**src/include/pbi_pkg.sv**
```systemverilog
`default_nettype none

package pbi_pkg;

    // Bus commands recognised by the target
    localparam logic [3:0] CMD_SPECIAL = 4'h1;
    localparam logic [3:0] CMD_MEM_RD  = 4'h6;
    localparam logic [3:0] CMD_MEM_WR  = 4'h7;

    // Decoded memory window: upper address bits compared against a base
    localparam int         WIN_LSB  = 12;
    localparam logic [19:0] WIN_BASE = 20'h000C0;
    localparam logic [31:0] ADDR_STEP = 32'h0000_0004;

    // Clock-run request: one less than the clocks held low before the one-clock high release
    localparam logic [1:0] CKR_LOW_CYC = 2'h1;
    localparam logic [1:0] CKR_ZERO    = 2'h0;
    localparam logic [1:0] CKR_DEC     = 2'h1;

    // Open-drain pins only ever drive low
    localparam logic OD_LOW = 1'b0;

    typedef enum logic [1:0] {
        ST_IDLE = 2'b00,
        ST_ACT  = 2'b01,
        ST_TURN = 2'b11,
        ST_BUSY = 2'b10
    } pbi_state_e;

    // One posted write word with its address and active-low byte enables
    typedef struct packed {
        logic [31:0] addr;
        logic [31:0] data;
        logic [3:0]  be_n;
    } pbi_wr_s;

    typedef struct packed {
        pbi_state_e    st;
        logic [3:0]    cmd;
        logic [31:0]   addr;
        logic          ap_par;
        logic          ap_chk;
        logic          dp_par;
        logic          dp_chk;
        logic [31:0]   ad;
        logic          ad_oe;
        logic          par;
        logic          par_oe;
        logic          trdy_n;
        logic          trdy_oe;
        logic          devsel_n;
        logic          devsel_oe;
        logic          perr_n;
        logic          perr_oe;
        logic          serr_oe;
        logic          ckr_n;
        logic          ckr_oe;
        logic [1:0]    ckr_cnt;
        logic          ckr_stat;
        logic          rd_req;
        logic [1:0]    vld;
        pbi_wr_s [1:0] buff;
    } pbi_state_s;

    localparam pbi_state_s PBI_STATE_RST = '{
        st:       ST_IDLE,
        trdy_n:   1'b1,
        devsel_n: 1'b1,
        perr_n:   1'b1,
        ckr_n:    1'b1,
        default:  '0
    };

endpackage

`default_nettype wire

```
**src/rtl/pbi_target.sv**
```systemverilog
// Overview of operation
// RL1 - Sample every bus signal on rising clock
// RL2 - Pull clock-run low to restart clock
// RL3 - Reset returns all state to defaults
// RL4 - Float every output while reset held
// RL5 - Command in address phase, enables after
// RL6 - Byte enables qualify each data lane
// RL7 - Even parity over AD, C/BE, PAR
// RL8 - Address parity valid next clock
// RL9 - Data parity one clock after ready
// RL10 - Master drives writes, target drives reads
// RL11 - Frame starts and holds the transaction
// RL12 - Frame high marks the final phase
// RL13 - Phase completes when both readies low
// RL14 - Target ready means read data valid
// RL15 - Initiator ready means write data valid
// RL16 - Wait until both readies asserted together
// RL17 - One owner per shared tristate line
// RL18 - Drive high one clock before floating
// RL19 - Wait one clock before taking line
// RL20 - Address and data share one bus
// RL21 - Parity error low on bad write data
// RL22 - System error one clock on address error
// RL23 - Device select on decoded own address
`default_nettype none

module pbi_target
    import pbi_pkg::*;
(
    input  wire logic        clock_i,
    input  wire logic        nrst_i,
    input  wire logic [31:0] ad_i,
    output logic      [31:0] ad_o,
    output logic             ad_oe_o,
    input  wire logic [3:0]  cbe_n_i,
    input  wire logic        par_i,
    output logic             par_o,
    output logic             par_oe_o,
    input  wire logic        frame_n_i,
    input  wire logic        irdy_n_i,
    output logic             trdy_n_o,
    output logic             trdy_oe_o,
    output logic             devsel_n_o,
    output logic             devsel_oe_o,
    output logic             perr_n_o,
    output logic             perr_oe_o,
    output logic             serr_n_o,
    output logic             serr_oe_o,
    input  wire logic        clkrun_n_i,
    output logic             clkrun_n_o,
    output logic             clkrun_oe_o,
    output logic             clk_stop_o,
    input  wire logic        clk_req_i,
    input  wire logic        sec_addr_perr_i,
    output logic             rd_req_o,
    output logic      [31:0] rd_addr_o,
    input  wire logic        rd_valid_i,
    input  wire logic [31:0] rd_data_i,
    output logic             wr_valid_o,
    output pbi_wr_s          wr_data_o,
    input  wire logic        wr_ready_i
);

    pbi_state_s s_r;
    pbi_state_s s_nxt;
    logic       xfer;
    logic       is_wr;
    logic       is_rd;
    logic       hit;
    pbi_wr_s    ent;

    // Completed data phase and decode of a fresh address phase
    assign xfer  = s_r.trdy_oe && !s_r.trdy_n && !irdy_n_i; // RL13 RL16
    assign is_wr = (s_r.cmd == CMD_MEM_WR);
    assign is_rd = (s_r.cmd == CMD_MEM_RD);
    assign hit   = (ad_i[31:WIN_LSB] == WIN_BASE) // RL20
                   && ((cbe_n_i == CMD_MEM_RD) || (cbe_n_i == CMD_MEM_WR)); // RL5
    assign ent   = '{addr: s_r.addr, data: ad_i, be_n: cbe_n_i}; // RL6 RL15

    // Next-state logic for the whole target
    always_comb begin
        s_nxt         = s_r;
        s_nxt.ap_chk  = 1'b0;
        s_nxt.dp_chk  = 1'b0;
        s_nxt.ckr_stat = clkrun_n_i; // RL2

        // Drain the head entry; shifting keeps the head a plain flop
        if (s_r.vld[0] && wr_ready_i) begin
            s_nxt.buff[0] = s_r.buff[1];
            s_nxt.vld     = {1'b0, s_r.vld[1]};
        end

        // Accept a write word into the first free slot
        if (xfer && is_wr) begin
            if (!s_nxt.vld[0]) begin
                s_nxt.buff[0] = ent;
                s_nxt.vld[0]  = 1'b1;
            end else begin
                s_nxt.buff[1] = ent;
                s_nxt.vld[1]  = 1'b1;
            end
            s_nxt.dp_par = ^{ad_i, cbe_n_i}; // RL7
            s_nxt.dp_chk = (s_r.cmd != CMD_SPECIAL); // RL21
        end
        if (xfer) begin
            s_nxt.addr = s_r.addr + ADDR_STEP;
        end

        // Read parity follows the driven data by one clock
        s_nxt.par    = ^{s_r.ad, cbe_n_i}; // RL7 RL9
        s_nxt.par_oe = s_r.ad_oe; // RL10

        // Address parity checked against PAR one clock later
        s_nxt.serr_oe = ((s_r.ap_chk && (s_r.ap_par != par_i)) || sec_addr_perr_i)
                        && !s_r.serr_oe; // RL8 RL22

        // Parity error: low one clock, high one clock, then float
        if (s_r.dp_chk && (s_r.dp_par != par_i)) begin
            s_nxt.perr_n  = 1'b0; // RL21
            s_nxt.perr_oe = 1'b1;
        end else if (s_r.perr_oe && !s_r.perr_n) begin
            s_nxt.perr_n = 1'b1; // RL18
        end else begin
            s_nxt.perr_oe = 1'b0;
        end

        // Clock-run request: drive low, drive high, release
        if (s_r.ckr_oe) begin
            if (!s_r.ckr_n) begin
                if (s_r.ckr_cnt == CKR_ZERO) begin
                    s_nxt.ckr_n = 1'b1; // RL18
                end else begin
                    s_nxt.ckr_cnt = s_r.ckr_cnt - CKR_DEC;
                end
            end else begin
                s_nxt.ckr_oe = 1'b0;
            end
        end else if (clkrun_n_i && (clk_req_i || s_r.st != ST_IDLE)) begin
            s_nxt.ckr_oe  = 1'b1; // RL2
            s_nxt.ckr_n   = 1'b0;
            s_nxt.ckr_cnt = CKR_LOW_CYC;
        end

        case (s_r.st)
            ST_IDLE: begin
                // Frame low here is always a fresh address phase
                if (!frame_n_i) begin // RL11
                    s_nxt.cmd    = cbe_n_i; // RL5
                    s_nxt.addr   = ad_i;
                    s_nxt.ap_par = ^{ad_i, cbe_n_i};
                    s_nxt.ap_chk = 1'b1;
                    if (hit) begin
                        s_nxt.st        = ST_ACT;
                        s_nxt.devsel_oe = 1'b1;
                        s_nxt.devsel_n  = 1'b0; // RL23
                        s_nxt.trdy_oe   = 1'b1;
                        s_nxt.trdy_n    = (cbe_n_i == CMD_MEM_WR) ? s_nxt.vld[1] : 1'b1;
                        s_nxt.rd_req    = (cbe_n_i == CMD_MEM_RD);
                    end else begin
                        s_nxt.st = ST_BUSY;
                    end
                end
            end
            ST_BUSY: begin
                // Someone else's transaction; wait for a fully idle bus
                if (frame_n_i && irdy_n_i) begin
                    s_nxt.st = ST_IDLE;
                end
            end
            ST_ACT: begin
                if (is_wr) begin
                    s_nxt.trdy_n = s_nxt.vld[1]; // RL16
                end
                if (is_rd && s_r.rd_req && rd_valid_i) begin
                    s_nxt.rd_req = 1'b0;
                    s_nxt.ad     = rd_data_i;
                    s_nxt.ad_oe  = 1'b1; // RL19
                    s_nxt.trdy_n = 1'b0; // RL14
                end
                if (xfer) begin
                    if (frame_n_i) begin // RL12
                        s_nxt.st       = ST_TURN;
                        s_nxt.devsel_n = 1'b1; // RL18
                        s_nxt.trdy_n   = 1'b1;
                        s_nxt.ad_oe    = 1'b0;
                        s_nxt.rd_req   = 1'b0;
                    end else if (is_rd) begin
                        s_nxt.trdy_n = 1'b1;
                        s_nxt.rd_req = 1'b1;
                    end
                end
            end
            ST_TURN: begin
                s_nxt.trdy_oe   = 1'b0; // RL17
                s_nxt.devsel_oe = 1'b0;
                s_nxt.st        = frame_n_i ? ST_IDLE : ST_BUSY;
            end
            default: begin
                s_nxt = PBI_STATE_RST;
            end
        endcase
    end

    // Single state register; reset floats every pin
    always_ff @(posedge clock_i or negedge nrst_i) begin // RL1
        if (!nrst_i) begin
            s_r <= PBI_STATE_RST; // RL3 RL4
        end else begin
            s_r <= s_nxt;
        end
    end

    // Outputs come straight from the state register, except the constant serr_n_o
    assign ad_o        = s_r.ad;
    assign ad_oe_o     = s_r.ad_oe;
    assign par_o       = s_r.par;
    assign par_oe_o    = s_r.par_oe;
    assign trdy_n_o    = s_r.trdy_n;
    assign trdy_oe_o   = s_r.trdy_oe;
    assign devsel_n_o  = s_r.devsel_n;
    assign devsel_oe_o = s_r.devsel_oe;
    assign perr_n_o    = s_r.perr_n;
    assign perr_oe_o   = s_r.perr_oe;
    assign serr_n_o    = OD_LOW; // Open drain: only the enable moves
    assign serr_oe_o   = s_r.serr_oe;
    assign clkrun_n_o  = s_r.ckr_n;
    assign clkrun_oe_o = s_r.ckr_oe;
    assign clk_stop_o  = s_r.ckr_stat;
    assign rd_req_o    = s_r.rd_req;
    assign rd_addr_o   = s_r.addr;
    assign wr_valid_o  = s_r.vld[0];
    assign wr_data_o   = s_r.buff[0];
endmodule

`default_nettype wire

```
**config.mk**
```make
export PLATFORM = sky130hd
export DESIGN_NAME = pbi_target
export DESIGN_NICKNAME = d
export VERILOG_FILES = /design/src/include/pbi_pkg.sv /design/src/rtl/pbi_target.sv
export SDC_FILE = /design/constraint.sdc
export NUM_CORES = 1
export LEC_CHECK = 0
export BUFFER_PORTS_ARGS = -buffer_cell sky130_fd_sc_hd__buf_2
export CAP_MARGIN = 20
export CORE_MARGIN = 2
export CORE_UTILIZATION = 41
export DETAILED_ROUTE_END_ITERATION = 7
export HOLD_SLACK_MARGIN = 0.06
export PLACE_DENSITY = 0.63
export SYNTH_ARGS = -nofsm -noshare
export SYNTH_HDL_FRONTEND = slang
export SYNTH_SLANG_ARGS = --single-unit
```
**constraint.sdc**
```tcl
create_clock -name clock_i -period 2.7 [get_ports clock_i]
set_input_delay 0.81 -clock clock_i [delete_from_list [all_inputs] [get_ports clock_i]]
set_output_delay 0.81 -clock clock_i [all_outputs]
set_load 0.01 [all_outputs]
```
== Word-level counts from Yosys, hierarchy flattened ==
Index checks and enable logic that the tools add are counted.
Widths: inputs -> output; s select.

* Register bits after elaboration: 228
* Output and inout port bits: 148
* Logic and storage cells: 139

* Add/sub/neg operators: 2
* Equality and inequality tests: 19
* Multiplexer cells: 50
* Bitwise logic cells: 1
* Reduce and logical (&&, ||, !) cells: 37

{| class="wikitable"
|+ Operators by type and width
! cell !! number
|-
| $mux 68 || 3
|-
| $mux 138 || 1
|-
| $reduce_xor 36->1 || 2
|-
| $mux 40 || 1
|-
| $mux 34 || 1
|-
| $add 32x3->32 const B || 1
|-
| $mux 32 || 1
|-
| $mux 1 || 24
|-
| $eq 20x8->1 const B || 1
|-
| $mux 2 || 9
|-
| $eq 4x3->1 const B || 4
|-
| $mux 4 || 4
|-
| $ne 2x2->1 const B || 8
|-
| $logic_and 1x1->1 || 13
|-
| $pmux 1 s2 || 5
|-
| $reduce_bool 2->1 || 5
|-
| $reduce_and 3->1 || 3
|-
| $pmux 2 s4 || 1
|-
| $reduce_and 2->1 || 3
|-
| $reduce_and 5->1 || 1
|-
| $eq 2x2->1 const B || 2
|-
| $logic_not 1->1 || 4
|-
| $logic_not 2->1 || 2
|-
| $ne 4x1->1 const B || 1
|-
| 6 further kinds || 9
|}

== Depth between registers and ports, before layout ==
* Depth after elaboration: 11
* Depth in mapped cells: 7
* Mapped depth without buffers: 7

== Worst setup path after synthesis ==
Ideal clock, no wire load.

* Path type: input to register
* Start: in irdy_n_i
* End: reg s_r, in the netlist wr_data_o[41]
* Arrival time: 2302 ps
* Data required time: 2617 ps
* Setup slack: 316 ps
* Stages: 7
* Path buffers: 2
* Path through: nor3b_1 > nand2_1 > a21oi_1 > clkbuf_1 > clkbuf_1 > nand2_1 > o21ai_0

{| class="wikitable"
|+ RTL lines
! item !! RTL line !! source
|-
| from (decl) || pbi_target.sv:40 || <nowiki>input wire logic irdy_n_i,</nowiki>
|-
| to (signal assigned) || pbi_target.sv:209 || <nowiki>s_r <= s_nxt;</nowiki>
|-
| to (decl) || pbi_target.sv:64 || <nowiki>pbi_state_s s_r;</nowiki>
|}

==> reports/results.ini <==
[timing]
grt_setup_unrepaired = false
postLayoutSetupSlackWorst_ps = 346
final_count_of_negative_setup_slack_endpoints = 0
max_slew_margin = 0.669
timing_worst_slew_pin_value_ps = 492
totalNegativeSetupSlack_ps = 0
timing.final.crit_period_ps = 2350
report.final.hold_viol_count = 0
final-max-slew-violation-count = 0
layout_skew_ps = 12.8
max_frequency_mhz = 425
fin_crit_sh = 0.872

[logic_synthesis]
net_count_of_the_mapped_netlist = 1164
synth-edff-count = 0
synth_simple_gate_area_frac = 0.0919
netlist_area_sq_um = 11400
synth_cells = 1071
compound_cell_area_share_of_the_yosys_netlist = 0.0714
synth_top_cells_by_count = sky130_fd_sc_hd__dfrtp_1, sky130_fd_sc_hd__nand2_1, sky130_fd_sc_hd__buf_4, sky130_fd_sc_hd__o21ai_0, sky130_fd_sc_hd__mux2_2
synthXorXnorAreaFrac = 0.0656
main_combinational_cell_family_by_area_after_synthesis = multiplexers
synth_largest_type_area_fraction = 0.491
synth.area.top_cells = sky130_fd_sc_hd__dfrtp_1, sky130_fd_sc_hd__buf_4, sky130_fd_sc_hd__mux2_2
muxShareOfSynthArea = 0.140
yosys.cell_count.top_type = sky130_fd_sc_hd__dfrtp_1
top_ff_cell_synth = sky130_fd_sc_hd__dfrtp_1
synth_seq_area_share = 0.500
fraction_of_the_mapped_netlist_area_in_adder_cells = 0.0165
avgSynthCellArea_sq_um = 10.6
synth_top_area_cell = sky130_fd_sc_hd__dfrtp_1
ys_seq_elements = 227
synthesis.yosys.warnings = 0
yosys.cell_types.count = 48
asyncSetResetFlopFracSynth = 1.00

[floorplanning]
die_width_um = 170
floorplan.die_area_sq_um = 29100
core_area_sq_um = 27100
num_io_pins = 226
die_h_um = 170
placementRows = 60
initial_utilization = 0.419

[routing]
detailroute.via_count = 7629
route.detailed.wl_per_inst_um = 17.0
dr.first_iter.drc_count = 429
detailedRoute.firstPassIterationCount = 4
via_per_inst = 4.87
antenna_violating_nets_post_route = 0
routed_wirelength_mm = 26.6
route.detailed.drc = 0

[grt]
grt_start_max_net_pins = 111
global_route.usage.total = 0.186
grt_antenna_before_repair = 1
globalRoute.totalOverflow = 0
grt_first_pass_wirelength_mm = 42.6
vias_in_the_first_global_route = 7658

[pwr]
power_frac_clock = 0.418
power.switching_fraction = 0.256
power_leakage_nw = 6.85
p_int_mw = 5.85
net-switching-power_mw = 2.01
power.share.sequential = 0.472
power-per-cell-area_nw_per_um2 = 607
worst_ir_drop_vdd_v = 0.000547
pwr-share-comb = 0.109

[finish]
layout.filler_cells = 2532
drive_above_1_share = 0.321
areaGrowthSynthToFinish_pct = 14.0
register_area_sq_um = 5690
multiInputGateArea_sq_um = 4400
nets = 1267
insertedDiodeCount = 0

[clocking]
cts-resized-gates = 0
clock_insertion_delay_worst_skew_ps = 530
clk_root_buffer_cell = sky130_fd_sc_hd__clkbuf_16
cts_hold_buffers = 0
postCtsSetupBuffers = 0
clkTransAtPathRegs_ps = 60
cts_max_level = 1
tritoncts.num_buffers = 25
clk_path_buf_depth = 3
cts_sinks = 227
cts_tree = built

[job]
maxCapViolations = 0

[run_status]
status = complete, no violations

[worst_hold_path]
min_path_type = input pin to asynchronous set/reset pin

[setup_path]
worstPathMaxFanout = 5
kind_of_launch_point_of_the_worst_setup_path = flop
crit_type = flop to flop
setup.worst_path.end_class = flop
worst-endpoint-required_ps = 3150
worstPathArrival_ps = 2800

[place]
place.detailed.hpwl_mm = 19.1
dp_slack_ps = -2.38
port-buffer-count = 224
place_congestion = 0.796

-- cell families after synthesis --
logic type               Yosys count
buffers and inverters            210
AO/OA/AOI/OAI                    152
other                              1
XOR/XNOR                          82
multiplexers                     149
flip-flops                       227
AND/OR/NAND/NOR                  235
adder cells (fa/ha/maj)           15
-- power groups by stage --
stage                     clock [mW]  combinational (mW)  sequential [mW]
after CTS                       3.37               0.881             3.72
after global placement             0               0.863             3.77
after floorplan                    0               0.535             3.74
final                           3.29               0.859             3.71
after global routing            3.51               0.971             3.74
after detailed placement           0               0.874             3.77
-- routing by layer --
layer / GRT usage / vias to the layer above / part of all wire
li1: - / 3702 / -
met1: 0.253 / 3667 / 0.45
met2: 0.304 / 222 / 0.47
met3: 0.0421 / 36 / 0.064
met4: 0.0446 / 2 / 0.021
met5: 0 / - / 0.00026
-- final cells by class --
class | count | area share
clock buffer | 40 | 0.0557
inverter | 29 | 0.00841
tap | 372 | 0.0359
multi-input combinational | 634 | 0.340
clock inverter | 6 | 0.00473
sequential | 227 | 0.439
timing repair buffer | 257 | 0.116
-- registers in the layout (all words and copies together), names as in the netlist, 32 cells and up --
signal / count
ad_o: 32
rd_addr_o: 32
wr_data_o: 68
s_r: 81
-- worst max-delay path, stage by stage, from the launching register on --
cell and delay, ps:
sky130_fd_sc_hd__dfrtp_1 450, sky130_fd_sc_hd__nand3_1 120, sky130_fd_sc_hd__or4_1 580, sky130_fd_sc_hd__or3_4 420, sky130_fd_sc_hd__or4_1 510, sky130_fd_sc_hd__a31oi_1 190
-- final timing paths --
| path | startpoint | endpoint | slack (ps) | cells after the start |
|---|---|---|---|---|
| setup / recovery | rd_addr_o[20]$_DFF_PN0_ | rd_addr_o[31]$_DFF_PN0_ | 350 | 5 |
| hold / removal | nrst_i | wr_data_o[52]$_DFF_PN0_ | 220 | 1 |
| setup reg to reg | rd_addr_o[20]$_DFF_PN0_ | rd_addr_o[31]$_DFF_PN0_ | 350 | 5 |
| hold reg to reg | serr_oe_o$_DFF_PN0_ | serr_oe_o$_DFF_PN0_ | 420 | 1 |
| max in group asynchronous | nrst_i | perr_n_o$_DFFE_PN1P_ | 1780 | 2 |
| min in group clock_i | serr_oe_o$_DFF_PN0_ | serr_oe_o$_DFF_PN0_ | 420 | 1 |
-- through the flow --
stage	power [mW]	area (sq um)	hold WS, ps	util	instances
after detailed placement	4.65	12200	410	0.449	1519
after CTS	7.96	12900	225	0.478	1565
final	7.86	12900	225	0.478	1565
after global placement	4.63	12200	412	0.449	1519
after global routing	8.22	12900	247	0.478	1565
after floorplan	4.28	11400	435	-	1071
-- layout by cell type, fill, tap and decap left out, types with 17 or more instances in the layout --
cell	count
sky130_fd_sc_hd__nand2_1	151
sky130_fd_sc_hd__nand3_1	17
sky130_fd_sc_hd__mux2_2	79
sky130_fd_sc_hd__xnor2_1	59
sky130_fd_sc_hd__buf_4	23
sky130_fd_sc_hd__o21ai_0	127
sky130_fd_sc_hd__mux2i_1	70
sky130_fd_sc_hd__inv_1	28
sky130_fd_sc_hd__clkbuf_16	25
sky130_fd_sc_hd__xor2_1	21
sky130_fd_sc_hd__dfrtp_1	223
sky130_fd_sc_hd__nor2_1	17
sky130_fd_sc_hd__buf_2	223
Note: power is estimated with default switching activity, not from simulation.
